[config.mk]
export PLATFORM = sky130hd
export DESIGN_NAME = pcm_pin_matrix
export DESIGN_NICKNAME = d
export VERILOG_FILES = /design/src/pcm_pkg.sv /design/src/pcm_glitch_filter.sv /design/src/pcm_pin_matrix.sv
export SDC_FILE = /design/constraint.sdc
export NUM_CORES = 1
export LEC_CHECK = 0
export ABC_AREA = 1
export BUFFER_PORTS_ARGS = -buffer_cell sky130_fd_sc_hd__buf_2
export CAP_MARGIN = 20
export CORE_ASPECT_RATIO = 2
export CORE_MARGIN = 2
export CORE_UTILIZATION = 38
export CTS_CLUSTER_SIZE = 14
export DETAILED_ROUTE_END_ITERATION = 8
export GPL_ROUTABILITY_DRIVEN = 0
export PLACE_DENSITY = 0.57
export SLEW_MARGIN = 20
export SYNTH_ARGS = -nofsm -noshare
export SYNTH_HDL_FRONTEND = slang
export SYNTH_HIERARCHICAL = 1
export SYNTH_SLANG_ARGS = --single-unit
[constraint.sdc]
create_clock -name clk_sys_in -period 5.05 [get_ports clk_sys_in]
set_input_delay 1.01 -clock clk_sys_in [delete_from_list [all_inputs] [get_ports clk_sys_in]]
set_output_delay 1.01 -clock clk_sys_in [all_outputs]
set_load 0.02 [all_outputs]
[src/pcm_pkg.sv]
// Constants and types for the pin configuration and function matrix
// Operation
// - Each ordinary pin has independent pull-up and pull-down enables.
// - Each configurable pin offers pseudo open-drain: drive low only.
// - Inputs pass a glitch filter on a selectable divided clock; bypassable.
// - Each pin can invert its input before internal functions.
// - Repeater mode keeps last level, ORed with the pull-up and pull-down enables.
// - Open-drain pins select standard, I2C standard/fast, or Fast-mode Plus.
// - Analog mode on mixed pins disconnects all digital input and output.
// - Any movable signal may be routed to any non-supply pin.
// - Fixed-pin functions sit on one pin, each enabled individually.
// - A disabled fixed-pin function frees its pin for movable functions.
// - Pattern match result is a movable output routable to a pin.
// - After reset port function is on except debug data, clock, reset.
// - After reset all non open-drain pins are inputs with pull-up on.
package pcm_pkg;
   localparam int NUM_PINS = 18;
   localparam int PIN_W = 5;
   localparam int NUM_MOV_OUT = 8;
   localparam int NUM_MOV_IN = 8;
   localparam int NUM_FDIV = 7;
   localparam int FDIV_W = 3;
   localparam int FILT_W = 2;
   localparam int OD_PIN_A = 10;
   localparam int OD_PIN_B = 11;
   localparam int DBG_DATA_PIN = 2;
   localparam int DBG_CLK_PIN = 3;
   localparam int RESET_PIN = 5;
   localparam logic [PIN_W-1:0] PIN_NONE = 5'h1f;
   localparam int MOV_PATTERN_MATCH = 7;
   localparam logic [NUM_PINS-1:0] ANALOG_CAPABLE = 18'h0_00c3;
   localparam logic [NUM_PINS-1:0] PORT_EN_RST = 18'h3_ffd3;
   localparam logic [NUM_PINS-1:0] PULLUP_RST = 18'h3_f3ff;
   localparam logic [NUM_PINS-1:0] ZERO_RST = 18'h0_0000;
   localparam logic [FILT_W-1:0] FILT_BYPASS = 2'h0;
   typedef enum logic [1:0] {
      PCM_I2C_STD_IO = 2'b00,
      PCM_I2C_FAST = 2'b01,
      PCM_I2C_FMPLUS = 2'b10
   } pcm_i2c_mode_t;
endpackage

[src/pcm_glitch_filter.sv]
// One pin's input glitch filter with bypass
`timescale 1ns/1ps
`default_nettype none
module pcm_glitch_filter
   import pcm_pkg::*;
(
   input wire logic clk_sys_in,
   input wire logic rst_n_in,
   input wire logic tick_in,
   input wire logic [FILT_W-1:0] samples_in,
   input wire logic raw_in,
   output logic filt_out
);
   logic [FILT_W:0] cnt_q;
   logic level_q;
   logic differs;
   assign differs = raw_in != level_q;
   // Level must hold for samples_in + 1 ticks before it is accepted
   always_ff @(posedge clk_sys_in) begin
      if (!rst_n_in) begin
         cnt_q <= '0;
         level_q <= 1'b1;
      end else if (!differs) begin
         cnt_q <= '0;
      end else if (tick_in) begin
         if (cnt_q >= {1'b0, samples_in}) begin
            level_q <= raw_in;
            cnt_q <= '0;
         end else begin
            cnt_q <= cnt_q + 1'b1;
         end
      end
   end
   assign filt_out = (samples_in == FILT_BYPASS) ? raw_in : level_q;
endmodule
`default_nettype wire

[src/pcm_pin_matrix.sv]
// Pin configuration and pin function matrix top level
`timescale 1ns/1ps
`default_nettype none
module pcm_pin_matrix
   import pcm_pkg::*;
(
   input wire logic clk_sys_in,
   input wire logic rst_n_in,
   // Per-pin configuration
   input wire logic cfg_we_in,
   input wire logic [NUM_PINS-1:0] pullup_en_in,
   input wire logic [NUM_PINS-1:0] pulldown_en_in,
   input wire logic [NUM_PINS-1:0] pseudo_od_in,
   input wire logic [NUM_PINS-1:0] invert_in,
   input wire logic [NUM_PINS-1:0] repeater_in,
   input wire logic [NUM_PINS-1:0] analog_en_in,
   input wire logic [NUM_PINS*FDIV_W-1:0] filt_clk_sel_in,
   input wire logic [NUM_PINS*FILT_W-1:0] filt_samples_in,
   input wire logic [1:0] od_a_mode_in,
   input wire logic [1:0] od_b_mode_in,
   input wire logic [NUM_FDIV-1:0] fdiv_tick_in,
   // Function matrix
   input wire logic mat_we_in,
   input wire logic [NUM_MOV_OUT*PIN_W-1:0] mov_out_pin_in,
   input wire logic [NUM_MOV_IN*PIN_W-1:0] mov_in_pin_in,
   input wire logic [NUM_PINS-1:0] port_en_in,
   // Peripheral side
   input wire logic [NUM_MOV_OUT-1:0] mov_out_val_in,
   input wire logic [NUM_MOV_OUT-1:0] mov_out_oe_in,
   input wire logic pattern_match_in,
   output logic [NUM_MOV_IN-1:0] mov_in_val_out,
   input wire logic [NUM_PINS-1:0] port_out_val_in,
   input wire logic [NUM_PINS-1:0] port_dir_in,
   output logic [NUM_PINS-1:0] port_in_val_out,
   // Pad side
   input wire logic [NUM_PINS-1:0] pad_in,
   output logic [NUM_PINS-1:0] pad_out,
   output logic [NUM_PINS-1:0] pad_oe_out,
   output logic [NUM_PINS-1:0] pad_pullup_out,
   output logic [NUM_PINS-1:0] pad_pulldown_out,
   output logic [NUM_PINS-1:0] pad_analog_out,
   output logic [1:0] od_a_mode_out,
   output logic [1:0] od_b_mode_out
);
   logic [NUM_PINS-1:0] pu_q, pd_q, pod_q, inv_q, rep_q, ana_q, port_en_q;
   logic [NUM_PINS*FDIV_W-1:0] fsel_q;
   logic [NUM_PINS*FILT_W-1:0] fsam_q;
   logic [1:0] oda_q, odb_q;
   logic [NUM_MOV_OUT*PIN_W-1:0] mo_q;
   logic [NUM_MOV_IN*PIN_W-1:0] mi_q;
   logic [NUM_PINS-1:0] last_q, last_d;
   logic [NUM_PINS-1:0] filt, din, mov_hit, mov_val, drv_oe, drv_val;
   logic [NUM_MOV_OUT-1:0] mov_src_val, mov_src_oe;
   logic [NUM_PINS-1:0] od_mask, ana_mask, mov_sel;

   function automatic logic [PIN_W-1:0] pin_of(
      input logic [NUM_MOV_OUT*PIN_W-1:0] v, input int k);
      pin_of = v[k*PIN_W +: PIN_W];
   endfunction

   assign od_mask = (18'h0_0001 << OD_PIN_A) | (18'h0_0001 << OD_PIN_B);
   assign ana_mask = ANALOG_CAPABLE;

   ////////////////////////////////////////////////////////////////////////
   always_ff @(posedge clk_sys_in) begin
      if (!rst_n_in) begin
         pu_q <= PULLUP_RST;
         pd_q <= ZERO_RST;
         pod_q <= ZERO_RST;
         inv_q <= ZERO_RST;
         rep_q <= ZERO_RST;
         ana_q <= ZERO_RST;
         fsel_q <= '0;
         fsam_q <= '0;
         oda_q <= PCM_I2C_STD_IO;
         odb_q <= PCM_I2C_STD_IO;
      end else if (cfg_we_in) begin
         pu_q <= pullup_en_in & ~od_mask;
         pd_q <= pulldown_en_in & ~od_mask;
         pod_q <= pseudo_od_in;
         inv_q <= invert_in;
         rep_q <= repeater_in;
         ana_q <= analog_en_in & ana_mask;
         fsel_q <= filt_clk_sel_in;
         fsam_q <= filt_samples_in;
         oda_q <= od_a_mode_in == 2'h3 ? PCM_I2C_STD_IO : od_a_mode_in;
         odb_q <= od_b_mode_in == 2'h3 ? PCM_I2C_STD_IO : od_b_mode_in;
      end
   end

   always_ff @(posedge clk_sys_in) begin
      if (!rst_n_in) begin
         port_en_q <= PORT_EN_RST;
         mo_q <= {NUM_MOV_OUT{PIN_NONE}};
         mi_q <= {NUM_MOV_IN{PIN_NONE}};
      end else if (mat_we_in) begin
         port_en_q <= port_en_in;
         mo_q <= mov_out_pin_in;
         mi_q <= mov_in_pin_in;
      end
   end

   always_ff @(posedge clk_sys_in) begin
      if (!rst_n_in) begin
         last_q <= '1;
      end else begin
         last_q <= last_d;
      end
   end

   ////////////////////////////////////////////////////////////////////////
   // Slot 7 carries the pattern match result instead of a peripheral
   assign mov_src_val = {pattern_match_in, mov_out_val_in[NUM_MOV_OUT-2:0]};
   assign mov_src_oe = {1'b1, mov_out_oe_in[NUM_MOV_OUT-2:0]};

   genvar p;
   generate
      for (p = 0; p < NUM_PINS; p++) begin : g_pin
         logic hit, val;
         logic [FDIV_W-1:0] sel;
         always_comb begin
            hit = 1'b0;
            val = 1'b0;
            for (int k = 0; k < NUM_MOV_OUT; k++) begin
               if (pin_of(mo_q, k) == PIN_W'(p) && !hit) begin
                  hit = mov_src_oe[k];
                  val = mov_src_val[k];
               end
            end
         end
         // Enabled fixed function owns the pin; else movable may take it
         assign mov_hit[p] = hit && !port_en_q[p];
         assign mov_val[p] = val;
         assign sel = fsel_q[p*FDIV_W +: FDIV_W];
         pcm_glitch_filter u_filt (
            .clk_sys_in(clk_sys_in),
            .rst_n_in(rst_n_in),
            .tick_in(sel < FDIV_W'(NUM_FDIV) ? fdiv_tick_in[sel] : 1'b0),
            .samples_in(fsam_q[p*FILT_W +: FILT_W]),
            .raw_in(pad_in[p]),
            .filt_out(filt[p])
         );
      end
   endgenerate

   // Enabled port output wins over a movable output on the same pin
   // Per-pin select; a vector condition would pick one source for all pins
   assign mov_sel = mov_hit | ~port_en_q;
   assign drv_val = (mov_sel & mov_val) |
      (~mov_sel & port_out_val_in);
   assign drv_oe = mov_hit | (port_en_q & port_dir_in);
   assign din = (filt ^ inv_q) & ~ana_q;
   assign last_d = (drv_oe & drv_val) | (~drv_oe & pad_in);

   always_comb begin
      for (int m = 0; m < NUM_MOV_IN; m++) begin
         mov_in_val_out[m] = 1'b0;
         for (int q = 0; q < NUM_PINS; q++) begin
            if (mi_q[m*PIN_W +: PIN_W] == PIN_W'(q)) begin
               mov_in_val_out[m] = din[q];
            end
         end
      end
   end

   assign port_in_val_out = din & port_en_q;
   // Pseudo and true open-drain drive low only; analog cuts the driver
   assign pad_out = drv_val & ~pod_q & ~od_mask;
   assign pad_oe_out = drv_oe & ~ana_q &
      (~(pod_q | od_mask) | ~drv_val);
   // Repeater: weak pull toward the last level
   assign pad_pullup_out = (pu_q | (rep_q & last_q)) & ~ana_q;
   assign pad_pulldown_out = (pd_q | (rep_q & ~last_q)) & ~ana_q;
   assign pad_analog_out = ana_q;
   assign od_a_mode_out = oda_q;
   assign od_b_mode_out = odb_q;

   ////////////////////////////////////////////////////////////////////////
   reset_pullup_a: assert property (@(posedge clk_sys_in)
      $rose(rst_n_in) |-> pad_pullup_out == PULLUP_RST)
      else $error("pull-up state after reset wrong");
   reset_port_a: assert property (@(posedge clk_sys_in)
      $rose(rst_n_in) |-> port_en_q == PORT_EN_RST)
      else $error("port enables after reset wrong");
   analog_cut_a: assert property (@(posedge clk_sys_in) disable iff (!rst_n_in)
      (pad_oe_out & ana_q) == '0 && (port_in_val_out & ana_q) == '0)
      else $error("analog pin still digital");
   pseudo_od_a: assert property (@(posedge clk_sys_in) disable iff (!rst_n_in)
      (pad_out & pod_q) == '0)
      else $error("pseudo open-drain drives high");
   od_pull_a: assert property (@(posedge clk_sys_in) disable iff (!rst_n_in)
      (pu_q & od_mask) == '0 && (pd_q & od_mask) == '0)
      else $error("open-drain pin has pull");
   od_mode_a: assert property (@(posedge clk_sys_in) disable iff (!rst_n_in)
      cfg_we_in ##1 1'b1 |-> oda_q != 2'h3 && odb_q != 2'h3)
      else $error("illegal driver mode");
   mov_wins_a: assert property (@(posedge clk_sys_in) disable iff (!rst_n_in)
      (drv_val & mov_hit) == (mov_val & mov_hit))
      else $error("port output overrode movable output");
   match_route_a: assert property (@(posedge clk_sys_in) disable iff (!rst_n_in)
      pin_of(mo_q, MOV_PATTERN_MATCH) == 5'h00 && !port_en_q[0]
      && !ana_q[0] && !pod_q[0] |-> pad_out[0] == pattern_match_in)
      else $error("pattern match not routed");
endmodule
`default_nettype wire

==> flow_metrics.py, run 1 <==
metrics = {
    "finish": {
        "syn_to_final_growth_pct": 17.88,
        "postLayoutCoreUtil": 0.4514,
        "finalInstanceArea_um2": 27900,
        "fin_nets": 4761,
        "most-common-layout-cells": "829 x nand2_1, 762 x nor2_1, 460 x buf_2",
        "finalNonFillerCells": 5143,
        "final_common_cell": "nand2_1",
        "drive_above_1_share": 0.1460,
    },
    "drt": {
        "via_per_inst": 5.245,
        "ant_nets": 0,
        "postRouteWirelength_um": 101100,
        "drt-initial-drc-count": 1583,
        "first_pass_iters": 6,
        "wl_per_cell_um": 19.66,
        "drcViolationCount": 0,
        "route.vias.total": 26977,
    },
    "critical_path": {
        "timing_worst_setup_path_type": "in2out",
        "critical_path.reg2reg.endpoint": "last_q[2]",
        "worstPathMaxFanout": 6,
        "crit_end": "mov_in_val_out[3]",
        "worstPathArrival_ps": 3370,
        "cp-end-kind": "output port",
        "crit_path_start_kind": "input port",
        "startpoint": "pad_in[6]",
        "r2r_setup_slack_ps": 2310,
        "rr_startpoint": "mo_q[4]",
        "worstPathRequired_ps": 4040,
        "rr_worst_depth": 12,
    },
    "power_and_ir_drop": {
        "leakage_nw": 13.56,
        "vdd_drop_max_mv": 0.3193,
        "total_power_mw": 8.489,
        "p_per_area_nw_per_um2": 304.2,
    },
    "placement": {
        "dp.cells": 5070,
        "place_hpwl_um": 79330,
        "placed_area_um2": 26600,
        "preCtsSetupSlack_ps": 780.9,
        "numPortBuffers": 463,
    },
    "job": {
        "cap_violations": 0,
    },
    "sta": {
        "final.setup_skew_ps": 16.75,
        "maxSlewViolCount": 0,
        "fmax_mhz": 228.3,
        "fin_ws_ps": 670.6,
        "setup_violations": 0,
        "rsz0062_at_grt": "no",
        "hold_violations": 0,
        "maxSlewHeadroom": 0.3280,
        "setup_tns_ps": 0,
        "min_period_ps": 4379,
        "worstMarginPinSlew_ps": 1003,
        "holdWs_ps": 461.9,
        "min_period_over_period": 0.8672,
    },
    "cts": {
        "cts_tree": "done",
        "numCtsBuffers": 39,
        "clockRootBuffer": "clkbuf_16",
        "post_cts_resized": 0,
        "cts_hold_buf": 0,
        "clk_path_buf_depth": 3,
        "insertion_delay_ps": 570,
        "cts.sinks": 370,
        "cts-htree-levels": 2,
        "path_clk_slew_ps": 60,
        "cts_setup_buffers": 0,
    },
    "floorplan": {
        "die_area_um2": 64430,
        "initial_core_util": 0.3829,
        "core_area_um2": 61820,
        "die_w_um": 180.5,
        "rows": 129,
        "die_h_um": 357.0,
        "ios": 502,
    },
    "min_path": {
        "hp-class": "reg2reg",
    },
    "synth": {
        "synth_top_area_share": 0.3129,
        "yosysTopAreaCell": "dfxtp_1",
        "yosys_register_bits": 370,
        "ys_seq_area_frac": 0.3129,
        "syn_area_um2": 23670,
        "synth-edff-count": 0,
        "ys_types": 50,
        "ys_warn_count": 6,
        "synth_flop_cell": "dfxtp_1",
        "synth-async-reset-ratio": 0,
        "avgSynthCellArea_um2": 6.010,
        "syn_inst": 3939,
        "synth.area.top_cells": "dfxtp_1 31%, nand2_1 13%, nor2_1 12%",
    },
    "global_route": {
        "antenna_found_initial": 26,
        "grt_first_pass_wirelength_um": 148300,
        "grt.overflow.total": 0,
        "grt_max_degree": 157,
        "grt_pass1_vias": 25678,
        "grtUsageTotal": 0.3015,
    },
    "outcome": {
        "status": "finished clean",
    },
}
[power by group]
group / leakage [nW] / switching (mW) / internal (mW)
logic: 9.85 / 1.41 / 0.645
registers: 3.07 / 0.227 / 3.15
clock network: 0.635 / 1.32 / 1.73
[registers in the layout, indices dropped and copies added, names as in the netlist, 16 cells and up]
signal,flops
fsam_q,36
fsel_q,54
g_pin.u_filt/cnt_q,54
g_pin.u_filt/level_q,18
inv_q,18
last_q,18
mi_q,40
mo_q,40
pd_q,16
pod_q,16
port_en_q,18
pu_q,16
rep_q,18
[cells in the mapped netlist, drive strengths merged, types with 19 or more instances]
master  count
nand4      57
clkbuf    116
nor2      781
xor2       19
nand3     382
nand2     833
buf        47
a21oi     277
a211oi     20
inv       419
a31oi      28
dfxtp     370
nor3       97
o21ai     341
ha         54
[layout make-up]
class / instances / area [um2]
Clock buffer: 56 / 1151
Clock inverter: 9 / 135.1
Antenna cell: 8 / 20.02
Fill cell: 6814 / 33910
Sequential cell: 370 / 7407
Multi-Input combinational cell: 2992 / 14000
Timing Repair Buffer: 493 / 2582
Tap cell: 786 / 983.4
Inverter: 429 / 1624
[worst min-delay path by stage]
| stage | startpoint | cells after the start | end |
|---|---|---|---|
| after CTS | pu_q[4] | 2 | pu_q[4] |
| after floorplan | pu_q[0] | 2 | pu_q[0] |
| after global placement | pu_q[15] | 2 | pu_q[15] |
| after detailed placement | pu_q[16] | 2 | pu_q[16] |
| final | pu_q[4] | 2 | pu_q[4] |
| after global routing | pu_q[5] | 2 | pu_q[5] |
[cells by family after synthesis]
group / synth area share
AOI/OAI and AO/OA: 0.1599
DFF: 0.3129
other: 0.0001584
adders and majority gates: 0.02854
xor gates and xnor gates: 0.01073
buffers and inverters: 0.09831
and+or+nand+nor: 0.3894
[critical path, cell delays in order]
cell,delay [ps]
buf_2,160
nand2_1,80
nand2_1,90
or2_2,280
nand3_1,430
inv_1,340
a21oi_1,210
nand2_1,60
nand2_1,50
nand3_1,80
nand2_1,60
nand3_1,80
nand2_1,70
nand3_1,60
nand2_1,60
nand3_1,70
buf_2,170
[per-layer routing]
metal	up-vias	share of wire	global-route usage
li1	13569	-	-
met1	12064	0.36	0.3032
met2	975	0.50	0.5559
met3	337	0.070	0.06577
met4	32	0.074	0.1987
met5	-	0.0019	0
Power figures use the tool's default switching activity.
==> run 2, diff against run 1 <==
PLACE_DENSITY = default   (was 0.57)
==> run 2 against run 1 <==
- via count is 1.2% higher
- first-iteration DRC count rose by 2.1%
- die area unchanged
- power rose by 0.67%
- sequential cell count stayed put
- register-to-register slack got worse by 140 ps
- non-clock buffer count up 1
- critical path type is now reg2out
- largest cell class unchanged
- highest routed layer unchanged
==> flow_metrics.py, run 2 (synthesized netlist as in run 1, its figures left out) <==
metrics = {
    "power_and_ir_drop": {
        "p_comb_frac": 0.242,
        "p_clk_frac": 0.363,
        "internal-power_mw": 5.600,
        "seq_power_share": 0.395,
        "p_sw_mw": 2.946,
        "vdd_drop_max_mv": 0.2672,
        "swShare": 0.3448,
        "leakage_nw": 13.60,
        "p_per_area_nw_per_um2": 305.3,
    },
    "global_route": {
        "grtUsageTotal": 0.2993,
        "grt_first_pass_wirelength_um": 148000,
        "grt_pass1_vias": 25646,
        "grt.overflow.total": 0,
        "antenna_found_initial": 29,
        "grt_max_degree": 126,
    },
    "finish": {
        "final_common_cell": "nand2_1",
        "drive_above_1_share": 0.1477,
        "most-common-layout-cells": "829 x nand2_1, 762 x nor2_1, 460 x buf_2",
        "top_regs": "fsel_q x54, g_pin.u_filt/cnt_q x54",
        "finalInstanceArea_um2": 27990,
        "fin_nets": 4762,
        "syn_to_final_growth_pct": 18.26,
    },
    "critical_path": {
        "critPathSlowestCell": "nor3_1",
        "cp-end-kind": "output port",
        "crit_chain": "inv_1 -> nand2_1 -> nor3_1 -> nand2_1 -> nand3_2 -> nor2_1 -> nand2_1 -> nand3_1 -> nand2_1 -> nand2_1 -> nand2_1 -> nand2_1 -> nand3_1 -> and2_1 -> buf_2",
        "worstPathArrival_ps": 3520,
        "crit_buf_inv": 2,
        "worstPathRequired_ps": 4040,
        "timing_worst_setup_path_type": "reg2out",
        "worstPathMaxFanout": 6,
        "crit_path_start_kind": "flip-flop",
        "cpLargestDelayFamily": "simple AND/OR/NAND/NOR gates",
        "slowest_delay_ps": 810,
        "crit_top_cell": "nand2_1",
    },
    "floorplan": {
        "core_area_um2": 61820,
        "die_w_um": 180.5,
        "rows": 129,
        "die_h_um": 357.0,
        "ios": 502,
        "initial_core_util": 0.3829,
        "die_area_um2": 64430,
    },
    "sta": {
        "maxSlewViolCount": 0,
        "setup_tns_ps": 0,
        "setup_violations": 0,
        "final.setup_skew_ps": 17.37,
        "min_period_over_period": 0.8973,
        "worstMarginPinSlew_ps": 994.9,
        "rsz0062_at_grt": "no",
        "fmax_mhz": 220.7,
        "hold_violations": 0,
        "min_period_ps": 4531,
        "maxSlewHeadroom": 0.3316,
    },
    "drt": {
        "met2_length_um": 49950,
        "drt-met1-wl_um": 36200,
        "drt-initial-drc-count": 1617,
        "drcViolationCount": 0,
        "wl_per_cell_um": 19.44,
        "first_pass_iters": 6,
        "routed.top_layer": "met5",
        "via_per_inst": 5.302,
        "route.vias.total": 27307,
        "postRouteWirelength_um": 100100,
        "met3_length_um": 6596,
        "ant_nets": 0,
    },
    "cts": {
        "clockRootBuffer": "clkbuf_16",
        "cts.sinks": 370,
        "post_cts_resized": 0,
        "cts_tree": "done",
        "cts_hold_buf": 0,
        "cts-htree-levels": 2,
        "insertion_delay_ps": 560,
        "path_clk_slew_ps": 60,
        "cts_setup_buffers": 0,
        "numCtsBuffers": 39,
        "clk_path_buf_depth": 3,
    },
    "placement": {
        "numPortBuffers": 463,
        "placed_area_um2": 26620,
        "place_hpwl_um": 79230,
    },
    "outcome": {
        "status": "finished clean",
    },
    "min_path": {
        "hp-class": "reg2reg",
    },
    "job": {
        "cap_violations": 0,
    },
}
==> run 2: cell types whose count changed in the layout (fill, tap and decap cells not counted), sizes merged <==
cell | previous run | this run
clkbuf | 56 | 53
clkinv | 16 | 20
clkinvlp | 0 | 2
buf | 493 | 494
bufinv | 3 | 4
diode | 8 | 10
==> run 2: cell type report <==
class                   count  area, um2
repair buffers            494       2611
inverters                 429       1624
flip-flops and latches    370       7407
well taps                 786      983.4
multi-input cells        2992      13990
clock inverters            16      200.2
diodes                     10      25.02
clock buffers              53       1150
fillers                  6778      33820
==> run 2: worst paths after layout <==
check | startpoint | end | slack (ps) | cells past startpoint
setup reg to reg | mo_q[4] | last_q[5] | 2170 | 11
setup / recovery | mo_q[7] | pad_oe_out[17] | 520 | 15
hold reg to reg | pu_q[15] | pu_q[15] | 460 | 2
hold / removal | pu_q[15] | pu_q[15] | 460 | 2
==> run 2: layer usage <==
| layer | vias to the layer above | global-route usage |
|---|---|---|
| li1 | 13587 | - |
| met3 | 322 | 0.05803 |
| met4 | 32 | 0.1971 |
| met1 | 12330 | 0.3097 |
| met5 | - | 0 |
| met2 | 1036 | 0.5469 |
==> run 2: power groups by stage <==
stage	sequential [mW]	clock, mW	combinational (mW)
CTS	3.37	3.18	2.06
floorplan	3.36	0	1.27
detailed placement	3.43	0	2.05
global route	3.41	3.27	2.28
finish	3.38	3.10	2.07
global placement	3.43	0	2.03
==> run 2: worst reg2reg max path: stages, from the launching register on <==
cell and delay [ps]:
dfxtp_1 750, nor2_2 260, nand3_1 200, nand2_1 90, nor2_2 120, nand2_1 120, a21oi_2 170, nand3_1 120
nor3_1 560, nor2_1 160, nand3_1 130, nand3_1 70
==> run 2: per-stage QoR <==
stage	hold slack (ps)	util	std cells	setup slack (ps)	power, mW
after global placement	438.6	0.4306	5071	872.5	5.460
after detailed placement	446.9	0.4306	5071	816.3	5.483
after global routing	485.1	0.4527	5147	255.5	8.957
after floorplan	429.6	-	3954	1444	4.632
after CTS	463.0	0.4524	5140	684.2	8.605
final	462.8	0.4529	5150	518.8	8.546
==> run 3, diff against run 2 <==
CORE_ASPECT_RATIO = 0.6   (was 2)
==> run 3 against run 2 <==
- critical path depth fell by 2
- combinational power is essentially flat
- count of clock-buffer cells in the layout rose by 2
- first-iteration DRC count grew 86%
- power increased by 2.1%
- critical path type unchanged
==> flow_metrics.py, run 3 (synthesized netlist as in run 1, its figures left out) <==
metrics = {
    "outcome": {
        "status": "finished clean",
    },
    "global_route": {
        "grt.overflow.total": 0,
        "antenna_found_initial": 17,
        "grt_first_pass_wirelength_um": 143400,
        "grt_pass1_vias": 23878,
        "grt_max_degree": 150,
        "grtUsageTotal": 0.2914,
    },
    "cts": {
        "post_cts_resized": 0,
        "cts_hold_buf": 0,
        "cts_setup_buffers": 0,
        "cts-htree-levels": 2,
        "clockRootBuffer": "clkbuf_16",
        "path_clk_slew_ps": 60,
        "cts.sinks": 370,
        "cts_tree": "done",
        "numCtsBuffers": 41,
        "clk_path_buf_depth": 3,
        "insertion_delay_ps": 610,
    },
    "critical_path": {
        "crit_end": "pad_out[1]",
        "worstPathRequired_ps": 4040,
        "worstPathMaxFanout": 7,
        "critical_path.reg2reg.endpoint": "last_q[4]",
        "cp-end-kind": "output port",
        "rr_worst_depth": 11,
        "r2r_setup_slack_ps": 1910,
        "timing_worst_setup_path_type": "reg2out",
        "rr_startpoint": "mo_q[10]",
        "crit_path_start_kind": "flip-flop",
        "startpoint": "mo_q[10]",
        "worstPathArrival_ps": 3500,
    },
    "finish": {
        "finalNonFillerCells": 5190,
        "finalInstanceArea_um2": 28030,
        "top_regs": "fsel_q x54, g_pin.u_filt/cnt_q x54",
        "drive_above_1_share": 0.1459,
        "syn_to_final_growth_pct": 18.41,
        "final_common_cell": "nand2_1",
        "fin_nets": 4758,
        "final.fill_count": 6632,
        "most-common-layout-cells": "829 x nand2_1, 762 x nor2_1, 460 x buf_2",
    },
    "sta": {
        "setup_violations": 0,
        "min_period_ps": 4508,
        "setup_tns_ps": 0,
        "maxSlewViolCount": 0,
        "final.setup_skew_ps": 43.21,
        "rsz0062_at_grt": "no",
        "hold_violations": 0,
        "worstMarginPinSlew_ps": 1164,
        "min_period_over_period": 0.8927,
        "fmax_mhz": 221.8,
        "maxSlewHeadroom": 0.2202,
    },
    "placement": {
        "place_hpwl_um": 76150,
        "placed_area_um2": 26600,
        "numPortBuffers": 463,
        "dp.cells": 5107,
    },
    "drt": {
        "drt-initial-drc-count": 3009,
        "route.vias.total": 27103,
        "ant_nets": 0,
        "wl_per_cell_um": 18.71,
        "first_pass_iters": 6,
        "drcViolationCount": 0,
        "postRouteWirelength_um": 97120,
        "via_per_inst": 5.222,
    },
    "floorplan": {
        "rows": 70,
        "ios": 502,
        "die_w_um": 326.2,
        "core_area_um2": 61220,
        "die_area_um2": 64370,
        "initial_core_util": 0.3867,
        "die_h_um": 197.3,
    },
    "power_and_ir_drop": {
        "leakage_nw": 13.58,
        "vdd_drop_max_mv": 0.2286,
        "p_per_area_nw_per_um2": 311.2,
    },
    "min_path": {
        "hp-class": "reg2reg",
    },
    "job": {
        "cap_violations": 0,
    },
}
run 3: changes by cell type in the layout (fill, tap and decap cells not counted), sizes merged:
cell and change:
buf -6, inv +2, clkbuf +2, clkinvlp -1
bufinv +2, clkinv -1
run 3: per-layer routing:
metal | global-route usage | part of all wire | up-vias | routed length (um)
met4 | 0.07442 | 0.020 | 8 | 1984
met5 | 0 | 0.00054 | - | 52
met1 | 0.4332 | 0.48 | 12228 | 46190
met3 | 0.1075 | 0.12 | 118 | 11920
met2 | 0.3861 | 0.38 | 1178 | 36980
li1 | - | - | 13571 | -
run 3: metrics by stage:
step	total power, mW	hold WS (ps)	util	worst slack, ps
global placement	5.450	444.5	0.4345	801.8
CTS	8.744	461.7	0.4574	656.1
finish	8.724	461.5	0.4578	542.1
detailed placement	5.467	446.3	0.4345	755.8
global route	9.155	482.9	0.4578	221.8
floorplan	4.632	429.6	-	1444
run 3: worst min path at each step:
stage	start	end	slack, ps	depth (start not counted)
CTS	pu_q[1]	pu_q[1]	460	2
global placement	pu_q[3]	pu_q[3]	440	2
floorplan	pu_q[0]	pu_q[0]	430	2
detailed placement	pu_q[1]	pu_q[1]	450	2
finish	pu_q[1]	pu_q[1]	460	2
global route	pu_q[6]	pu_q[6]	480	2
run 3: cell type report:
cell class                      count  area [um2]  share of cell area
Timing Repair Buffer              488        2541             0.09066
Clock buffer                       55        1129             0.04026
Inverter                          429        1622             0.05785
Clock inverter                     18       276.5            0.009865
Tap cell                          828        1036             0.03696
Sequential cell                   370        7407              0.2643
Antenna cell                       10       25.02           0.0008928
Multi-Input combinational cell   2992       13990              0.4992
run 3: report_power, final:
part	leakage [nW]	switching [mW]	internal [mW]
sequential	3.07	0.232	3.15
combinational	9.82	1.44	0.641
clock	0.688	1.37	1.89
run 3: worst max-delay path: stages (launching register included):
cell and delay (ps):
dfxtp_1 570, nand3_1 480, nor3_1 410, nor2_1 120
nand2_1 80, o211ai_1 100, nand3_1 90, nand2_1 60
nand2_1 140, nand2_1 70, nand2_1 180, nand2_1 100
nor2_1 280, buf_2 230
